[config.mk]
export PLATFORM = sky130hd
export DESIGN_NAME = read_burst_preamble_timing
export DESIGN_NICKNAME = d
export VERILOG_FILES = /design/src/read_burst_pkg.sv /design/src/data_clock_sync.sv /design/src/two_entry_buffer.sv /design/src/read_burst_preamble_timing.sv
export SDC_FILE = /design/constraint.sdc
export NUM_CORES = 1
export LEC_CHECK = 0
export BUFFER_PORTS_ARGS = -buffer_cell sky130_fd_sc_hd__buf_2
export CORE_MARGIN = 8
export CORE_UTILIZATION = 43
export DETAILED_ROUTE_END_ITERATION = 16
export GPL_TIMING_DRIVEN = 0
export PLACE_DENSITY = 0.64
export SYNTH_ARGS = -nofsm -noshare
export SYNTH_HDL_FRONTEND = slang
export SYNTH_SLANG_ARGS = --single-unit
[constraint.sdc]
create_clock -name clk -period 7.15 [get_ports clk]
set_clock_uncertainty 0.15 [all_clocks]
set_input_delay 1.0725 -clock clk [delete_from_list [all_inputs] [get_ports clk]]
set_output_delay 1.0725 -clock clk [all_outputs]
set_load 0.01 [all_outputs]
[src/read_burst_pkg.sv]
package read_burst_pkg;

  // widths and burst shape
  localparam int DATA_W    = 16;
  localparam int BYTE_W    = 8;
  localparam int BYTES     = 2;
  localparam int BUF_DEPTH = 2;

  localparam logic [4:0] BURST_LEN = 5'h10;
  localparam logic [7:0] PRE_BITS  = 8'h08;
  localparam logic [7:0] LEAD_BITS = 8'h02;
  localparam logic [3:0] MAX_ZEROS = 4'h4;

  // preamble levels: odd lines start at 0, even lines at 1
  localparam logic [DATA_W-1:0] ODD_LINES  = 16'hAAAA;
  localparam logic [DATA_W-1:0] EVEN_LINES = 16'h5555;
  localparam logic [DATA_W-1:0] ALL_HIGH   = 16'hFFFF;

  // register offsets
  localparam logic [7:0] MODE_ZERO_OFFSET  = 8'h00;
  localparam logic [7:0] MODE_ONE_OFFSET   = 8'h04;
  localparam logic [7:0] MODE_SEVEN_OFFSET = 8'h08;
  localparam logic [7:0] CONTROL_OFFSET    = 8'h0C;
  localparam logic [7:0] STATUS_OFFSET     = 8'h10;

  // field positions
  localparam int LATENCY_POS     = 0;
  localparam int LATENCY_W       = 6;
  localparam int INV_DISABLE_POS = 8;
  localparam int PREAMBLE_EN_POS = 5;
  localparam int ODT_EN_POS      = 0;
  localparam int BANK_GROUP_POS  = 1;
  localparam int RTP_SHORT_POS   = 8;
  localparam int RTP_LONG_POS    = 12;
  localparam int RTP_W           = 4;

  // values after reset
  localparam logic [5:0] LATENCY_RESET     = 6'h0C;
  localparam logic       INV_DISABLE_RESET = 1'h1;
  localparam logic       PREAMBLE_RESET    = 1'h0;
  localparam logic       ODT_EN_RESET      = 1'h1;
  localparam logic       BANK_GROUP_RESET  = 1'h0;
  localparam logic [3:0] RTP_SHORT_RESET   = 4'h2;
  localparam logic [3:0] RTP_LONG_RESET    = 4'h4;

  typedef enum logic [2:0] {IDLE, LEAD, PRE, BURST, TAIL} state_type;

  typedef struct packed {
    logic       read;
    logic       autoPrecharge;
    logic [3:0] bank;
  } readCmd_type;

  typedef struct packed {
    logic       active;
    logic [7:0] remain;
  } slot_type;

endpackage

[src/data_clock_sync.sv]
`timescale 1ns/10ps
`default_nettype none

module data_clock_sync (
  input  wire logic clk,
  input  wire logic sys_rst,
  input  wire logic dataClockPin,
  output var  logic bitTick,
  output var  logic riseTick
);

  logic stage1;
  logic stage2;
  logic previous;

  always_ff @(posedge clk or posedge sys_rst) begin
    if (sys_rst) begin
      stage1   <= 1'b0;
      stage2   <= 1'b0;
      previous <= 1'b0;
    end else begin
      stage1   <= dataClockPin;
      stage2   <= stage1;
      previous <= stage2;
    end
  end

  // each edge of the data clock is one bit time
  always_ff @(posedge clk or posedge sys_rst) begin
    if (sys_rst) begin
      bitTick  <= 1'b0;
      riseTick <= 1'b0;
    end else begin
      bitTick  <= stage2 ^ previous;
      riseTick <= stage2 & ~previous;
    end
  end

endmodule

`default_nettype wire

[src/two_entry_buffer.sv]
`timescale 1ns/10ps
`default_nettype none

module two_entry_buffer (
  input  wire logic                              clk,
  input  wire logic                              sys_rst,
  input  wire logic [read_burst_pkg::DATA_W-1:0] inData,
  input  wire logic                              inValid,
  output var  logic                              inReady,
  output var  logic [read_burst_pkg::DATA_W-1:0] outData,
  output var  logic                              outValid,
  input  wire logic                              outReady,
  output var  logic [1:0]                        level
);

  logic [read_burst_pkg::DATA_W-1:0] store [read_burst_pkg::BUF_DEPTH];
  logic                              writeIndex;
  logic                              readIndex;
  logic                              push;
  logic                              pop;
  logic [1:0]                        next_level;

  assign outValid = (level != 2'h0);
  assign outData  = store[readIndex];
  assign push     = inValid & inReady;
  assign pop      = outValid & outReady;

  always_comb begin
    next_level = level;
    if (push && !pop) begin
      next_level = level + 2'h1;
    end else if (pop && !push) begin
      next_level = level - 2'h1;
    end
  end

  always_ff @(posedge clk) begin
    if (push) begin
      store[writeIndex] <= inData;
    end
  end

  always_ff @(posedge clk or posedge sys_rst) begin
    if (sys_rst) begin
      writeIndex <= 1'b0;
      readIndex  <= 1'b0;
      level      <= 2'h0;
      inReady    <= 1'b1;
    end else begin
      if (push) begin
        writeIndex <= ~writeIndex;
      end
      if (pop) begin
        readIndex <= ~readIndex;
      end
      level   <= next_level;
      inReady <= (next_level != 2'(read_burst_pkg::BUF_DEPTH));
    end
  end

endmodule

`default_nettype wire

[src/read_burst_preamble_timing.sv]
// Overview of operation
// same bank group reads spaced by long delay
// activate bank, wait before reading it
// read-to-precharge long when same bank grouped
// auto-precharge starts at earliest legal time
// read-to-write spacing is controller's choice
// controller trains read capture offset first
// lane output skew kept within bound
// preamble before every burst when enabled
// one pattern for all lanes, bytes
// error-check pins excluded from preamble
// termination off one clock before preamble
// inversion pin preamble only with inversion on
// preamble bits never inversion encoded
// eight toggling bits, odd start low
// at most four zeros with inversion
// read latency from mode register zero
// fixed sixteen-element bursts, never cut
// after burst drive high, then terminate
// inversion pin low means inverted data
//
// Our own choices: the register offsets and strobed register access.
`timescale 1ns/10ps
`default_nettype none

module read_burst_preamble_timing (
  input  wire logic                              clk,
  input  wire logic                              sys_rst,
  input  wire logic                              dataClockPin,
  input  wire read_burst_pkg::readCmd_type       readCmd,
  input  wire logic [read_burst_pkg::DATA_W-1:0] arrayData,
  input  wire logic                              arrayValid,
  output var  logic                              arrayReady,
  input  wire logic [7:0]                        regAddr,
  input  wire logic [31:0]                       regWdata,
  input  wire logic                              regWrite,
  input  wire logic                              regRead,
  output var  logic [31:0]                       regRdata,
  output var  logic [read_burst_pkg::DATA_W-1:0] dqOut,
  output var  logic                              dqOe,
  output var  logic [read_burst_pkg::BYTES-1:0]  invOut,
  output var  logic [read_burst_pkg::BYTES-1:0]  invOe,
  output var  logic                              odtActive,
  output var  logic                              prechargeStart,
  output var  logic [3:0]                        prechargeBank
);

  function automatic logic [3:0] zeroCount(
    input logic [read_burst_pkg::BYTE_W-1:0] lane
  );
    logic [3:0] total;
    total = 4'h0;
    for (int b = 0; b < read_burst_pkg::BYTE_W; b++) begin
      total = total + 4'(~lane[b]);
    end
    return total;
  endfunction

  logic                                       bitTick;
  logic                                       riseTick;
  logic [read_burst_pkg::LATENCY_W-1:0]       programmedReadLatency;
  logic                                       inversionDisable;
  logic                                       preambleEnable;
  logic                                       odtEnable;
  logic                                       bankGroupEnable;
  logic [read_burst_pkg::RTP_W-1:0]           readToPrechargeShort;
  logic [read_burst_pkg::RTP_W-1:0]           readToPrechargeLong;
  read_burst_pkg::slot_type                   slot [2];
  logic                                       headIndex;
  logic                                       tailIndex;
  logic                                       headStart;
  logic [7:0]                                 headRemain;
  logic                                       headActive;
  logic [7:0]                                 leadTop;
  read_burst_pkg::state_type                  state;
  read_burst_pkg::state_type                  next_state;
  logic [4:0]                                 burstLeft;
  logic [read_burst_pkg::DATA_W-1:0]          bufData;
  logic                                       bufValid;
  logic                                       bufPop;
  logic [1:0]                                 bufLevel;
  logic [read_burst_pkg::DATA_W-1:0]          encData;
  logic [read_burst_pkg::BYTES-1:0]           encFlag;
  logic [2:0]                                 preIndex;
  logic                                       readInversion;
  logic                                       rtpBusy;
  logic [read_burst_pkg::RTP_W-1:0]           rtpCount;

  data_clock_sync clockSync (
    .clk          (clk),
    .sys_rst      (sys_rst),
    .dataClockPin (dataClockPin),
    .bitTick      (bitTick),
    .riseTick     (riseTick)
  );

  two_entry_buffer burstBuffer (
    .clk      (clk),
    .sys_rst  (sys_rst),
    .inData   (arrayData),
    .inValid  (arrayValid),
    .inReady  (arrayReady),
    .outData  (bufData),
    .outValid (bufValid),
    .outReady (bufPop),
    .level    (bufLevel)
  );

  // register writes
  always_ff @(posedge clk or posedge sys_rst) begin
    if (sys_rst) begin
      programmedReadLatency <= read_burst_pkg::LATENCY_RESET;
      inversionDisable      <= read_burst_pkg::INV_DISABLE_RESET;
      preambleEnable        <= read_burst_pkg::PREAMBLE_RESET;
      odtEnable             <= read_burst_pkg::ODT_EN_RESET;
      bankGroupEnable       <= read_burst_pkg::BANK_GROUP_RESET;
      readToPrechargeShort  <= read_burst_pkg::RTP_SHORT_RESET;
      readToPrechargeLong   <= read_burst_pkg::RTP_LONG_RESET;
    end else if (regWrite) begin
      if (regAddr == read_burst_pkg::MODE_ZERO_OFFSET) begin
        programmedReadLatency <= regWdata[read_burst_pkg::LATENCY_POS
                                 +: read_burst_pkg::LATENCY_W];
      end else if (regAddr == read_burst_pkg::MODE_ONE_OFFSET) begin
        inversionDisable <= regWdata[read_burst_pkg::INV_DISABLE_POS];
      end else if (regAddr == read_burst_pkg::MODE_SEVEN_OFFSET) begin
        preambleEnable <= regWdata[read_burst_pkg::PREAMBLE_EN_POS];
      end else if (regAddr == read_burst_pkg::CONTROL_OFFSET) begin
        odtEnable            <= regWdata[read_burst_pkg::ODT_EN_POS];
        bankGroupEnable      <= regWdata[read_burst_pkg::BANK_GROUP_POS];
        readToPrechargeShort <= regWdata[read_burst_pkg::RTP_SHORT_POS
                                +: read_burst_pkg::RTP_W];
        readToPrechargeLong  <= regWdata[read_burst_pkg::RTP_LONG_POS
                                +: read_burst_pkg::RTP_W];
      end
    end
  end

  // register reads, data in the following cycle
  always_ff @(posedge clk or posedge sys_rst) begin
    if (sys_rst) begin
      regRdata <= 32'h00000000;
    end else begin
      regRdata <= 32'h00000000;
      if (regRead) begin
        if (regAddr == read_burst_pkg::MODE_ZERO_OFFSET) begin
          regRdata[read_burst_pkg::LATENCY_POS
                   +: read_burst_pkg::LATENCY_W] <= programmedReadLatency;
        end else if (regAddr == read_burst_pkg::MODE_ONE_OFFSET) begin
          regRdata[read_burst_pkg::INV_DISABLE_POS] <= inversionDisable;
        end else if (regAddr == read_burst_pkg::MODE_SEVEN_OFFSET) begin
          regRdata[read_burst_pkg::PREAMBLE_EN_POS] <= preambleEnable;
        end else if (regAddr == read_burst_pkg::CONTROL_OFFSET) begin
          regRdata[read_burst_pkg::ODT_EN_POS]     <= odtEnable;
          regRdata[read_burst_pkg::BANK_GROUP_POS] <= bankGroupEnable;
          regRdata[read_burst_pkg::RTP_SHORT_POS
                   +: read_burst_pkg::RTP_W] <= readToPrechargeShort;
          regRdata[read_burst_pkg::RTP_LONG_POS
                   +: read_burst_pkg::RTP_W] <= readToPrechargeLong;
        end else if (regAddr == read_burst_pkg::STATUS_OFFSET) begin
          regRdata[2:0] <= state;
          regRdata[4:3] <= {slot[1].active, slot[0].active};
          regRdata[6:5] <= bufLevel;
          regRdata[7]   <= rtpBusy;
        end
      end
    end
  end

  assign readInversion = ~inversionDisable;
  assign headActive    = slot[headIndex].active;
  assign headRemain    = slot[headIndex].remain;
  assign headStart     = bitTick & headActive & (headRemain == 8'h01);
  assign leadTop       = preambleEnable
                         ? read_burst_pkg::PRE_BITS
                           + read_burst_pkg::LEAD_BITS + 8'h01
                         : read_burst_pkg::LEAD_BITS + 8'h01;
  assign preIndex      = 3'(read_burst_pkg::PRE_BITS + 8'h01 - headRemain);

  // latency slots, two reads may be in flight
  generate
    for (genvar s = 0; s < 2; s++) begin : gSlot
      always_ff @(posedge clk or posedge sys_rst) begin
        if (sys_rst) begin
          slot[s] <= '0;
        end else if (readCmd.read && tailIndex == 1'(s)) begin
          slot[s].active <= 1'b1;
          slot[s].remain <= {1'b0, programmedReadLatency, 1'b0};
        end else if (bitTick && slot[s].active) begin
          slot[s].remain <= slot[s].remain - 8'h01;
          if (headStart && headIndex == 1'(s)) begin
            slot[s].active <= 1'b0;
          end
        end
      end
    end
  endgenerate

  always_ff @(posedge clk or posedge sys_rst) begin
    if (sys_rst) begin
      headIndex <= 1'b0;
      tailIndex <= 1'b0;
    end else begin
      if (readCmd.read) begin
        tailIndex <= ~tailIndex;
      end
      if (headStart) begin
        headIndex <= ~headIndex;
      end
    end
  end

  // output sequencing by bit time
  always_comb begin
    next_state = state;
    if (bitTick) begin
      if (headActive && headRemain == 8'h01) begin
        next_state = read_burst_pkg::BURST;
      end else if (state == read_burst_pkg::BURST && burstLeft != 5'h00) begin
        next_state = read_burst_pkg::BURST;
      end else if (headActive && preambleEnable
                   && headRemain <= read_burst_pkg::PRE_BITS + 8'h01) begin
        next_state = read_burst_pkg::PRE;
      end else if (headActive && headRemain <= leadTop) begin
        next_state = read_burst_pkg::LEAD;
      end else if (state == read_burst_pkg::BURST) begin
        next_state = read_burst_pkg::TAIL;
      end else begin
        next_state = read_burst_pkg::IDLE;
      end
    end
  end

  always_ff @(posedge clk or posedge sys_rst) begin
    if (sys_rst) begin
      state <= read_burst_pkg::IDLE;
    end else begin
      state <= next_state;
    end
  end

  always_ff @(posedge clk or posedge sys_rst) begin
    if (sys_rst) begin
      burstLeft <= 5'h00;
    end else if (headStart) begin
      burstLeft <= read_burst_pkg::BURST_LEN - 5'h01;
    end else if (bitTick && state == read_burst_pkg::BURST
                 && burstLeft != 5'h00) begin
      burstLeft <= burstLeft - 5'h01;
    end
  end

  assign bufPop = bitTick & (next_state == read_burst_pkg::BURST);

  // per-byte inversion of burst data
  generate
    for (genvar g = 0; g < read_burst_pkg::BYTES; g++) begin : gByte
      logic [read_burst_pkg::BYTE_W-1:0] lane;
      logic                              flip;
      assign lane = bufData[g*read_burst_pkg::BYTE_W
                            +: read_burst_pkg::BYTE_W];
      assign flip = readInversion
                    & (zeroCount(lane) > read_burst_pkg::MAX_ZEROS);
      assign encData[g*read_burst_pkg::BYTE_W +: read_burst_pkg::BYTE_W] =
             flip ? ~lane : lane;
      assign encFlag[g] = ~flip;
    end
  endgenerate

  // all lanes change on the same edge from one flop bank
  always_ff @(posedge clk or posedge sys_rst) begin
    if (sys_rst) begin
      dqOut     <= read_burst_pkg::ALL_HIGH;
      dqOe      <= 1'b0;
      invOut    <= '1;
      invOe     <= '0;
      odtActive <= read_burst_pkg::ODT_EN_RESET;
    end else if (bitTick) begin
      case (next_state)
        read_burst_pkg::BURST: begin
          dqOut     <= encData;
          dqOe      <= 1'b1;
          invOut    <= encFlag;
          invOe     <= {read_burst_pkg::BYTES{readInversion}};
          odtActive <= 1'b0;
        end
        read_burst_pkg::PRE: begin
          // error-check lanes are not driven from here // R10
          dqOut     <= preIndex[0] ? read_burst_pkg::ODD_LINES
                                   : read_burst_pkg::EVEN_LINES;
          dqOe      <= 1'b1;
          invOut    <= {read_burst_pkg::BYTES{preIndex[0]}};
          invOe     <= {read_burst_pkg::BYTES{readInversion}};
          odtActive <= 1'b0;
        end
        read_burst_pkg::LEAD: begin
          dqOut     <= read_burst_pkg::ALL_HIGH;
          dqOe      <= 1'b1;
          invOut    <= '1;
          invOe     <= {read_burst_pkg::BYTES{readInversion}};
          odtActive <= 1'b0;
        end
        read_burst_pkg::TAIL: begin
          dqOut     <= read_burst_pkg::ALL_HIGH;
          dqOe      <= 1'b1;
          invOut    <= '1;
          invOe     <= {read_burst_pkg::BYTES{readInversion}};
          odtActive <= 1'b0;
        end
        default: begin
          dqOut     <= read_burst_pkg::ALL_HIGH;
          dqOe      <= 1'b0;
          invOut    <= '1;
          invOe     <= '0;
          odtActive <= odtEnable;
        end
      endcase
    end
  end

  // auto-precharge timer in data clock periods
  always_ff @(posedge clk or posedge sys_rst) begin
    if (sys_rst) begin
      rtpBusy        <= 1'b0;
      rtpCount       <= '0;
      prechargeStart <= 1'b0;
      prechargeBank  <= 4'h0;
    end else begin
      prechargeStart <= 1'b0;
      if (readCmd.read && readCmd.autoPrecharge) begin
        rtpBusy       <= 1'b1;
        prechargeBank <= readCmd.bank;
        rtpCount      <= bankGroupEnable ? readToPrechargeLong
                                         : readToPrechargeShort;
      end else if (rtpBusy && riseTick) begin
        if (rtpCount <= 4'h1) begin
          rtpBusy        <= 1'b0;
          prechargeStart <= 1'b1;
        end else begin
          rtpCount <= rtpCount - 4'h1;
        end
      end
    end
  end

endmodule

`default_nettype wire

# Word-level counts from Yosys, hierarchy flattened
# Memory sizes are Yosys's and may differ from the RTL's.
# Cells that the tools add are included.
[op_classes] n_eq_ne=12 n_reduce_logical=38 n_lt_le_gt_ge=6 n_bitwise=39 n_mux=58 addsub=21
[op_table] cell="$mux W8" count=10
[op_table] cell="$not A1 Y4" count=16
[op_table] cell="$mux W9" count=7
[op_table] cell="$add A4 B4 Y4" count=14
[op_table] cell="$mux W16" count=2
[op_table] cell="$pmux W16 S2" count=1
[op_table] cell="$mux W10" count=2
[op_table] cell="$mux W4" count=5
[op_table] cell="$mux W3" count=6
[op_table] cell="$logic_and A1 B1 Y1" count=17
[op_table] cell="$eq A8 B4 Y1 const B" count=2
[op_table] cell="$not A8 Y8" count=2
[op_table] cell="$reduce_bool A2 Y1" count=8
[op_table] cell="$sub A8 B1 Y8 const B" count=2
[op_table] cell="$mux W5" count=3
[op_table] cell="$mux W1" count=14
[op_table] cell="$mux W6" count=2
[op_table] cell="$not A1 Y1" count=11
[op_table] cell="$reduce_and A2 Y1" count=5
[op_table] cell="$eq A3 B2 Y1 const B" count=3
[op_table] cell="$and A1 B1 Y1" count=8
[op_table] cell="$eq A8 B1 Y1 const B" count=1
[op_table] cell="$eq A8 B3 Y1 const B" count=1
[op_table] cell="$eq A8 B5 Y1 const B" count=1
[op_table] cell="25 further kinds" count=31
[word_totals] reg_bits=104 in_bits=68 word_cells=209 ramBits=32 n_memories=1 out_inout_bits=60
[memory_table] name="burstBuffer.store" depth=2 word_bits=16 read_ports=1 rd_clocked_by_memory_dff=0 write_ports=1 line_no="two_entry_buffer.sv:16" rtl="logic [read_burst_pkg::DATA_W-1:0] store [read_burst_pkg::BUF_DEPTH];"

# Logic depth before layout (Yosys ltp)
# Gate-level depths: netlist of run 1.
[logic_depth] ltp_word=18 ltp_mapped=17 mapped_depth_nobuf=14

# By module
# From an unflattened synthesis of run 1, not the netlist that was laid out.
[unflattened] hier_cells=580 area_unflattened_um2=6856.6
[by_module_without_submodules] module="read_burst_preamble_timing" instances=1 seq_area_each_um2=2358.5 cells_per_inst=491 area_per_inst_um2=5251.3
[by_module_without_submodules] module="two_entry_buffer" instances=1 seq_area_each_um2=1087.3 cells_per_inst=80 area_per_inst_um2=1456.4
[by_module_without_submodules] module="data_clock_sync" instances=1 seq_area_each_um2=125.1 cells_per_inst=9 area_per_inst_um2=148.9

# Least setup slack after synthesis of run 1
# OpenSTA, ideal clock, no wires.
[synth_timing] path_kind="register -> register" from="register burstBuffer.readIndex" to="register dqOut[10] in the netlist's numbering" path_buffers=3 slack_ps=2497 t_arrival_ps=4430 path_stages_with_launch=18 period_less_slack_ps=4653 required_ps=6927 setup_ps=73 cell_sequence="dfrtp_1 -> clkbuf_1 -> buf_2 -> mux2i_1 -> fa_1 -> inv_1 -> fa_1 -> inv_1 -> fa_1 -> ha_1 -> fa_1 -> o21bai_1 -> a21boi_0 -> o21bai_1 -> clkbuf_1 -> xor2_1 -> a21oi_1 -> a21oi_1"
[synth_between] elab_chain_len=13 word_cells_on_any_way=21 cone_classes="add/sub: 7; order compare: 1; mux: 2; bitwise: 10; memory: 1"
[synth_lines] element="start, declared" line_no="two_entry_buffer.sv:18" rtl="logic readIndex;"
[synth_lines] element="start signal, assigned" line_no="two_entry_buffer.sv:54" rtl="readIndex <= ~readIndex;"
[synth_lines] element="$mem_v2 Z2 W16 *"
[synth_lines] element="$not A1 Y4" line_no="read_burst_preamble_timing.sv:54" rtl="total = total + 4'(~lane[b]);"
[synth_lines] element="$add A4 B4 Y4 (7 in series)" line_no="read_burst_preamble_timing.sv:54"
[synth_lines] element="$gt A4 B3 Y1" line_no="read_burst_preamble_timing.sv:262" rtl="& (zeroCount(lane) > read_burst_pkg::MAX_ZEROS);"
[synth_lines] element="$and A1 B1 Y1" line_no="read_burst_preamble_timing.sv:262"
[synth_lines] element="$mux W8 *" line_no="read_burst_preamble_timing.sv:264" rtl="flip ? ~lane : lane;"
[synth_lines] element="$pmux W16 S2 *" line_no="read_burst_preamble_timing.sv:278" rtl="case (next_state)"
[synth_lines] element="end signal, assigned" line_no="read_burst_preamble_timing.sv:272" rtl="dqOut <= read_burst_pkg::ALL_HIGH;"
[synth_lines] element="end signal, assigned" line_no="read_burst_preamble_timing.sv:280" rtl="dqOut <= encData;"
[synth_lines] element="end signal, assigned" line_no="read_burst_preamble_timing.sv:288" rtl="dqOut <= preIndex[0] ? read_burst_pkg::ODD_LINES"
[synth_lines] element="end, declared" line_no="read_burst_preamble_timing.sv:39" rtl="output var logic [read_burst_pkg::DATA_W-1:0] dqOut,"
# Every way passes the cells marked *; elsewhere a longest branch is shown, timed or not.
# A chain may end at the register's enable or synchronous reset.

# Worst setup path after layout of run 1
[layout_timing] from="register burstBuffer.readIndex" to="register dqOut[12] in the netlist's numbering"
# Same word-level chain as after synthesis.

==> impl_metrics.csv, run 1 <==
group,metric,value,unit
timing,max_slew_margin,43.2,%
synth,synth_compound_area_share,8.51,%
clock_network,cts_buffers,17,
clock_network,cts_hold_buf,0,
layout,final_net_count,780,
layout,drive_above_1_share,30.6,%
job,drv_cap,0,
synth,synth-xor-area-share,5.92,%
worst_setup_path,cp_top_family,"adder cells",
pwr,power.leakage,3.55,nW
place,placedCellCount,859,
timing,worst_pin_slew,0.851,ns
worst_setup_path,cpPeakStageDelay,0.47,ns
worst_setup_path,endpoint_kind,"flip-flop",
timing,rsz0062_at_grt,"no",
clock_network,post-cts-setup-buffers,0,
floorplanning,row_count,45,
synth,synth_top_family_by_area,"simple AND/OR/NAND/NOR gates",
floorplanning,ios,128,
worst_setup_path,critical_path_required,7.35,ns
synth,synth_cell_types,64,
synth,syn_avg_cell_area,11.6,µm²
clock_network,path_clk_slew,0.06,ns
clock_network,root_buffer,"clkbuf_16",
global_routing,first_global_vias,4735,
worst_setup_path,worstSetupPathType,"flip-flop to flip-flop",
timing,finalHoldWorstSlack,0.202,ns
drt,drc,0,
pwr,power_density,503,nW/µm²
clock_network,clk_latency,0.42,ns
drt,first_iter_violations,260,
global_routing,grt_use_total,15.5,%
clock_network,ctsResizeCount,0,
synth,synth_area,6510,µm²
synth,synth_edf_count,32,
clock_network,cts_max_level,4,
timing,fin_crit_sh,73.4,%
timing,fin_crit,5.25,ns
synth,synth_flop_cell,"dfrtp_1",
floorplanning,start_util,43.5,%
synth,synth-simple-area-share,12.9,%
synth,ys_ff_latch,135,
clock_network,clock_path_buffers,2,
global_routing,grt_overflow_total,0,
hold_path,min_path_type,"flip-flop to flip-flop",
layout,areaGrowthSynthToFinish,21.5,%
timing,final-max-slew-violation-count,0,
clock_network,cts_tree,"yes",
worst_setup_path,path_common_cell,"fa_1",
timing,hold_viol_final,0,
run_status,status,"complete, no violations",
layout,antennaDiodeCount,0,
place,numPortBuffers,93,
floorplanning,die_w,139,µm
layout,fillers,1314,
synth,synthAdderAreaFrac,5.15,%
timing,fin_setup_tns,0,ns
clock_network,cts_sinks,135,
worst_setup_path,start_kind,"flip-flop",
place,hpwl,10.7,mm
worst_setup_path,crit_slowest_cell,"fa_1",
worst_setup_path,cp.arrival,5.45,ns
layout,stdcell_count,891,
synth,ys_async_sr_fraction,76.3,%
floorplanning,dieArea,19300,µm²
drt,vias,4492,
synth,yosysSeqAreaShare,54.8,%
worst_setup_path,worstPathMaxFanout,10,
drt,routedWlPerCell,16.2,µm
drt,antenna_left,0,
synth,yosys_warnings,0,
global_routing,grt_first_pass_wirelength,23.9,mm
drt,viasPerCell,5.04,
timing,fmax,0.190,GHz
synth,synthMuxAreaShare,8.28,%
timing,finalSetupViolations,0,
layout,multi_input_comb_area,2720,µm²
drt,finalWirelength,14.5,mm
place,gp_congestion,0.848,
synth,synthCells,562,
floorplanning,die_h,139,µm
global_routing,antenna_found_initial,0,
worst_setup_path,crit_chain,"clkbuf_1 -> buf_2 -> mux2i_1 -> fa_1 -> inv_1 -> fa_1 -> inv_1 -> fa_1 -> ha_1 -> fa_1 -> o21bai_1 -> a21boi_0 -> o21bai_1 -> clkbuf_1 -> xor2_1 -> a21oi_1 -> a21oi_1",
drt,firstDrtPassIters,5,
pwr,ir_drop,396,µV
layout,final-seq-area,3570,µm²
worst_setup_path,path_buf_inv,5,
global_routing,grt_max_degree,72,
floorplanning,core,15000,µm²
-- cell families (layout without fill, tap and decap cells) --
family	Yosys count	after routing
and+or+nand+nor	167	167
DFF	135	135
AOI/OAI and AO/OA	86	86
buffers and inverters	57	183
muxes	50	50
xor gates and xnor gates	44	44
adders and majority gates	22	22
other	1	16
-- sequential cells by signal (all words and copies together), names as in the netlist, 2 cells and up --
signal and flops:
dqOut 16, readToPrechargeLong 4, programmedReadLatency 6, rtpCount 4, state 3, prechargeBank 4
regRdata 16, burstLeft 5, burstBuffer.level 2, invOut 2, readToPrechargeShort 4, slot 18
burstBuffer.store 32
-- metal layers --
layer  global-route usage (%)  up-vias  wire length (µm)  part of all wire [%]
met2                     25.6      132              7030                    49
met3                     5.27       16               879                   6.1
met1                     18.6     2170              6380                    44
met5                        0        -                 0                     0
li1                         -     2174                 -                     -
met4                     5.20        0               175                   1.2
-- final timing paths --
check	from	to	slack, ns	cells past startpoint
hold reg to reg	clockSync.stage1	clockSync.stage2	0.20	0
hold / removal	clockSync.stage1	clockSync.stage2	0.20	0
setup / recovery	burstBuffer.readIndex	dqOut[12]	1.90	17
min in group asynchronous	sys_rst	readToPrechargeLong[1]	0.52	2
setup reg to reg	burstBuffer.readIndex	dqOut[12]	1.90	17
max in group asynchronous	sys_rst	programmedReadLatency[3]	5.61	3
-- synth_stat cells, types with 7 or more instances --
library cell / count / area [µm²]
xor2_1: 20 / 175
nor2_1: 50 / 188
buf_4: 18 / 135
nor3_1: 13 / 65.1
clkbuf_1: 12 / 45.0
edfxtp_1: 32 / 961
dfstp_2: 26 / 683
and2_1: 9 / 56.3
a21oi_1: 35 / 175
and3_1: 7 / 43.8
ha_1: 14 / 175
o21ai_0: 21 / 105
inv_1: 23 / 86.3
mux2_2: 28 / 315
nand2_1: 48 / 180
dfrtp_1: 77 / 1930
fa_1: 8 / 160
xnor2_1: 24 / 210
mux2i_1: 21 / 210
-- metrics by stage --
stage	cell area [µm²]	utilization (%)	setup slack, ns	power, mW
global placement	7270	48.6	2.02	3.01
CTS	7910	52.8	1.83	4.02
finish	7920	52.8	1.90	3.98
floorplan	6570	-	2.50	2.64
detailed placement	7300	48.8	1.88	3.09
global route	7920	52.8	1.55	4.32
-- report_power, final --
group | internal, mW | switching (mW) | leakage, nW | total [mW]
Combinational | 0.833 | 1.08 | 1.71 | 1.92
Sequential | 1.02 | 0.149 | 1.55 | 1.17
Clock | 0.577 | 0.320 | 0.297 | 0.897
-- cells in the final DEF, fill, tap and decap left out, types with 5 or more instances in the layout --
cell	count
dfstp_2	26
clkbuf_1	12
conb_1	16
and2_1	9
dfrtp_1	77
mux2_2	28
clkinv_2	5
buf_2	95
nand2_1	48
fa_1	8
mux2i_1	21
nand3_1	5
a21oi_1	35
inv_1	22
o21ai_0	21
edfxtp_1	32
buf_4	18
nor3_1	13
nor2_1	49
xnor2_1	24
ha_1	14
nand2b_1	5
clkbuf_16	17
and3_1	7
xor2_1	20
nor2b_1	5
-- area by class of cell --
cell class | instances | area share (%)
Buffer | 33 | 2.45
Clock buffer | 17 | 5.37
Clock inverter | 15 | 2.34
Inverter | 24 | 1.17
Multi-Input combinational cell | 385 | 34.4
Sequential cell | 135 | 45.1
Tap cell | 188 | 2.97
Timing Repair Buffer | 94 | 6.23
Power figures use the tool's default switching activity.
==> run 2, diff against run 1 <==
ABC_AREA = 1   (was not set)
PLACE_DENSITY = 0.63   (was 0.64)
clock period = 5.4 ns   (was 7.15 ns; I/O delays follow)
==> run 2 against run 1 <==
Worst setup slack worse by 1.4 ns. Maximum frequency rose by 7.8%. Utilization about the same. Largest power group unchanged. Final cell count grew 18%. Sequential share of layout area shrank 2.1 points. Critical endpoint is now dqOut[13]. Combinational power up 31%. Critical path depth shrank 1.
==> impl_metrics.csv, run 2 <==
group,metric,value,unit
run_status,status,"complete, no violations",
clock_network,root_buffer,"clkbuf_16",
synth,synthTopCellsByCount,"nand2_1, inv_1, dfrtp_1",
drt,finalWirelength,15.7,mm
drt,drc,0,
place,gp_congestion,0.899,
worst_setup_path,critical_path_required,5.60,ns
timing,setup_ws,0.529,ns
job,drv_cap,0,
timing,fin_setup_tns,0,ns
worst_setup_path,endpoint_kind,"flip-flop",
clock_network,post-cts-setup-buffers,0,
drt,first_iter_violations,228,
global_routing,grt_first_pass_wirelength,25.8,mm
synth,syn_avg_cell_area,9.93,µm²
timing,worst_pin_slew,0.837,ns
floorplanning,start_util,43.6,%
layout,layout.cells.most_common,"nand2_1",
pwr,internal-power,3.11,mW
layout,antennaDiodeCount,0,
worst_setup_path,crit_slowest_cell,"fa_1",
pwr,power_frac_comb,48.1,%
worst_setup_path,path_common_cell,"fa_1",
synth,synthMuxAreaShare,3.56,%
synth,synth-simple-area-share,18.4,%
layout,areaGrowthSynthToFinish,21.2,%
synth,yosys_warnings,0,
synth,synth_cell_types,52,
synth,synth-xor-area-share,3.45,%
worst_setup_path,worstPathMaxFanout,10,
floorplanning,ios,128,
clock_network,cts_max_level,4,
synth,synth_most_common_cell,"nand2_1",
synth,synthAdderAreaFrac,4.89,%
drt,routedWlPerCell,15.0,µm
global_routing,antenna_found_initial,0,
worst_setup_path,cp_top_family,"adder cells",
clock_network,clk_latency,0.42,ns
synth,yosysSeqAreaShare,52.1,%
worst_setup_path,path_buf_inv,4,
worst_setup_path,cp.arrival,5.07,ns
clock_network,cts_hold_buf,0,
worst_setup_path,crit_chain,"clkbuf_1 -> buf_2 -> mux2i_1 -> fa_1 -> inv_1 -> fa_1 -> inv_1 -> fa_1 -> ha_1 -> fa_1 -> nor2_1 -> o22ai_1 -> nand2_2 -> xnor2_1 -> nand3_1 -> a21oi_2",
global_routing,grt_overflow_total,0,
worst_setup_path,timing.rr.start,"burstBuffer.readIndex",
synth,synth_flop_cell,"dfrtp_1",
clock_network,cts_buffers,17,
timing,fmax,0.205,GHz
timing,hold_viol_final,0,
floorplanning,dieArea,20200,µm²
floorplanning,row_count,46,
layout,fillers,1413,
pwr,power.switching,2.13,mW
timing,rsz0062_at_grt,"no",
drt,firstDrtPassIters,5,
drt,antenna_left,0,
clock_network,clock_path_buffers,2,
pwr,power.leakage,3.95,nW
worst_setup_path,worstSetupStartpoint,"burstBuffer.readIndex",
timing,fin_crit,4.87,ns
synth,synth_edf_count,32,
place,dpl_cell_area,7680,µm²
synth,synthCells,690,
floorplanning,die_h,142,µm
place,hpwl,11.8,mm
synth,ys_async_sr_fraction,76.3,%
pwr,switching_share,40.7,%
hold_path,min_path_type,"flip-flop to flip-flop",
layout,drive_above_1_share,29.7,%
global_routing,grt_use_total,16.3,%
drt,vias,5118,
global_routing,first_global_vias,5314,
synth,synth_area,6850,µm²
pwr,total_power,5.25,mW
place,pre_cts_ws,0.536,ns
floorplanning,die_w,142,µm
layout,top_regs,"burstBuffer.store x32, slot x18",
worst_setup_path,worstSetupPathType,"flip-flop to flip-flop",
clock_network,path_clk_slew,0.06,ns
worst_setup_path,cpPeakStageDelay,0.49,ns
timing,fin_crit_sh,90.2,%
synth,synth_top_family_by_area,"simple AND/OR/NAND/NOR gates",
worst_setup_path,start_kind,"flip-flop",
timing,finalHoldWorstSlack,0.204,ns
hold_path,worstHoldStart,"clockSync.stage1",
layout,largest_reg_flops,32,
place,numPortBuffers,93,
pwr,pwr-share-seq,28.4,%
clock_network,cts_sinks,135,
floorplanning,core,15700,µm²
layout,top_register,"burstBuffer.store",
synth,synth_area_leaders,"dfrtp_1, edfxtp_1, dfstp_2",
pwr,ir_drop,405,µV
global_routing,grt_max_degree,70,
pwr,power_frac_clock,23.5,%
synth,synth.largest_area_cell,"dfrtp_1",
timing,finalSetupViolations,0,
layout,final_net_count,908,
drt,viasPerCell,4.89,
timing,final-max-slew-violation-count,0,
layout,layout_common_cells,"nand2_1, buf_2, inv_1",
synth,synth_compound_area_share,9.26,%
layout,final_area,8310,µm²
synth,yosysTopAreaCellShare,28.1,%
clock_network,cts_tree,"yes",
clock_network,ctsResizeCount,0,
pwr,power_density,632,nW/µm²
timing,max_slew_margin,44.1,%
synth,ys_ff_latch,135,
## run 2: cell types whose count changed after synthesis, sizes merged, moves of 11 or more
cell and change:
mux2 -17, inv +67, xnor2 -11, nand2 +85
nand3 +37, nor2 +13
## run 2: logic make-up after synthesis
family | count (synthesis)
and+or+nand+nor | 261
DFF | 135
buffers and inverters | 124
AOI/OAI and AO/OA | 97
xor gates and xnor gates | 27
muxes | 23
adders and majority gates | 22
other | 1
## run 2: layout make-up
cell class,count,area (µm²),area share [%]
flip-flops and latches,135,3570,43.0
multi-input cells,446,2780,33.4
repair buffers,94,493,5.93
clock buffers,18,429,5.17
inverters,94,357,4.29
well taps,216,270,3.25
plain buffers,30,214,2.58
clock inverters,14,198,2.38
## run 2: power by group through the flow
stage               registers (mW)  clock network (mW)  logic, mW
global route                  1.51                1.29       2.88
detailed placement            1.50                   0       2.54
finish                        1.49                1.24       2.52
global placement              1.49                   0       2.43
CTS                           1.49                1.25       2.56
floorplan                     1.49                   0       2.00
## run 2: worst reg2reg max path, stage by stage (launching register included)
cell	delay, ns
dfrtp_1	0.32
clkbuf_1	0.37
buf_2	0.39
mux2i_1	0.46
fa_1	0.46
inv_1	0.08
fa_1	0.42
inv_1	0.09
fa_1	0.40
ha_1	0.23
fa_1	0.49
nor2_1	0.04
o22ai_1	0.16
nand2_2	0.20
xnor2_1	0.24
nand3_1	0.15
a21oi_2	0.16
## run 2: path summary, 6_finish.rpt
path	endpoint	slack, ns	cells after the start
max in group asynchronous	dqOut[6]	4.11	3
min in group asynchronous	clockSync.stage1	0.25	2
min reg2reg	clockSync.stage2	0.20	0
max reg2reg	dqOut[13]	0.53	16
max	dqOut[13]	0.53	16
min	clockSync.stage2	0.20	0
## run 2: layer usage
layer	share of wire [%]	vias to the layer above	routed length, µm	GRT usage, %
met3	5.4	35	854	5.50
met1	44	2444	6830	19.0
li1	-	2505	-	-
met4	2.2	0	344	6.90
met2	49	134	7650	27.1
met5	0	-	0	0
## run 2: metrics by stage
stage	instances	utilization, %
3_3_place_gp	1014	48.7
6_report	1047	52.9
2_1_floorplan	705	-
4_1_cts	1047	52.8
5_1_grt	1047	52.9
3_5_place_dp	1015	48.9
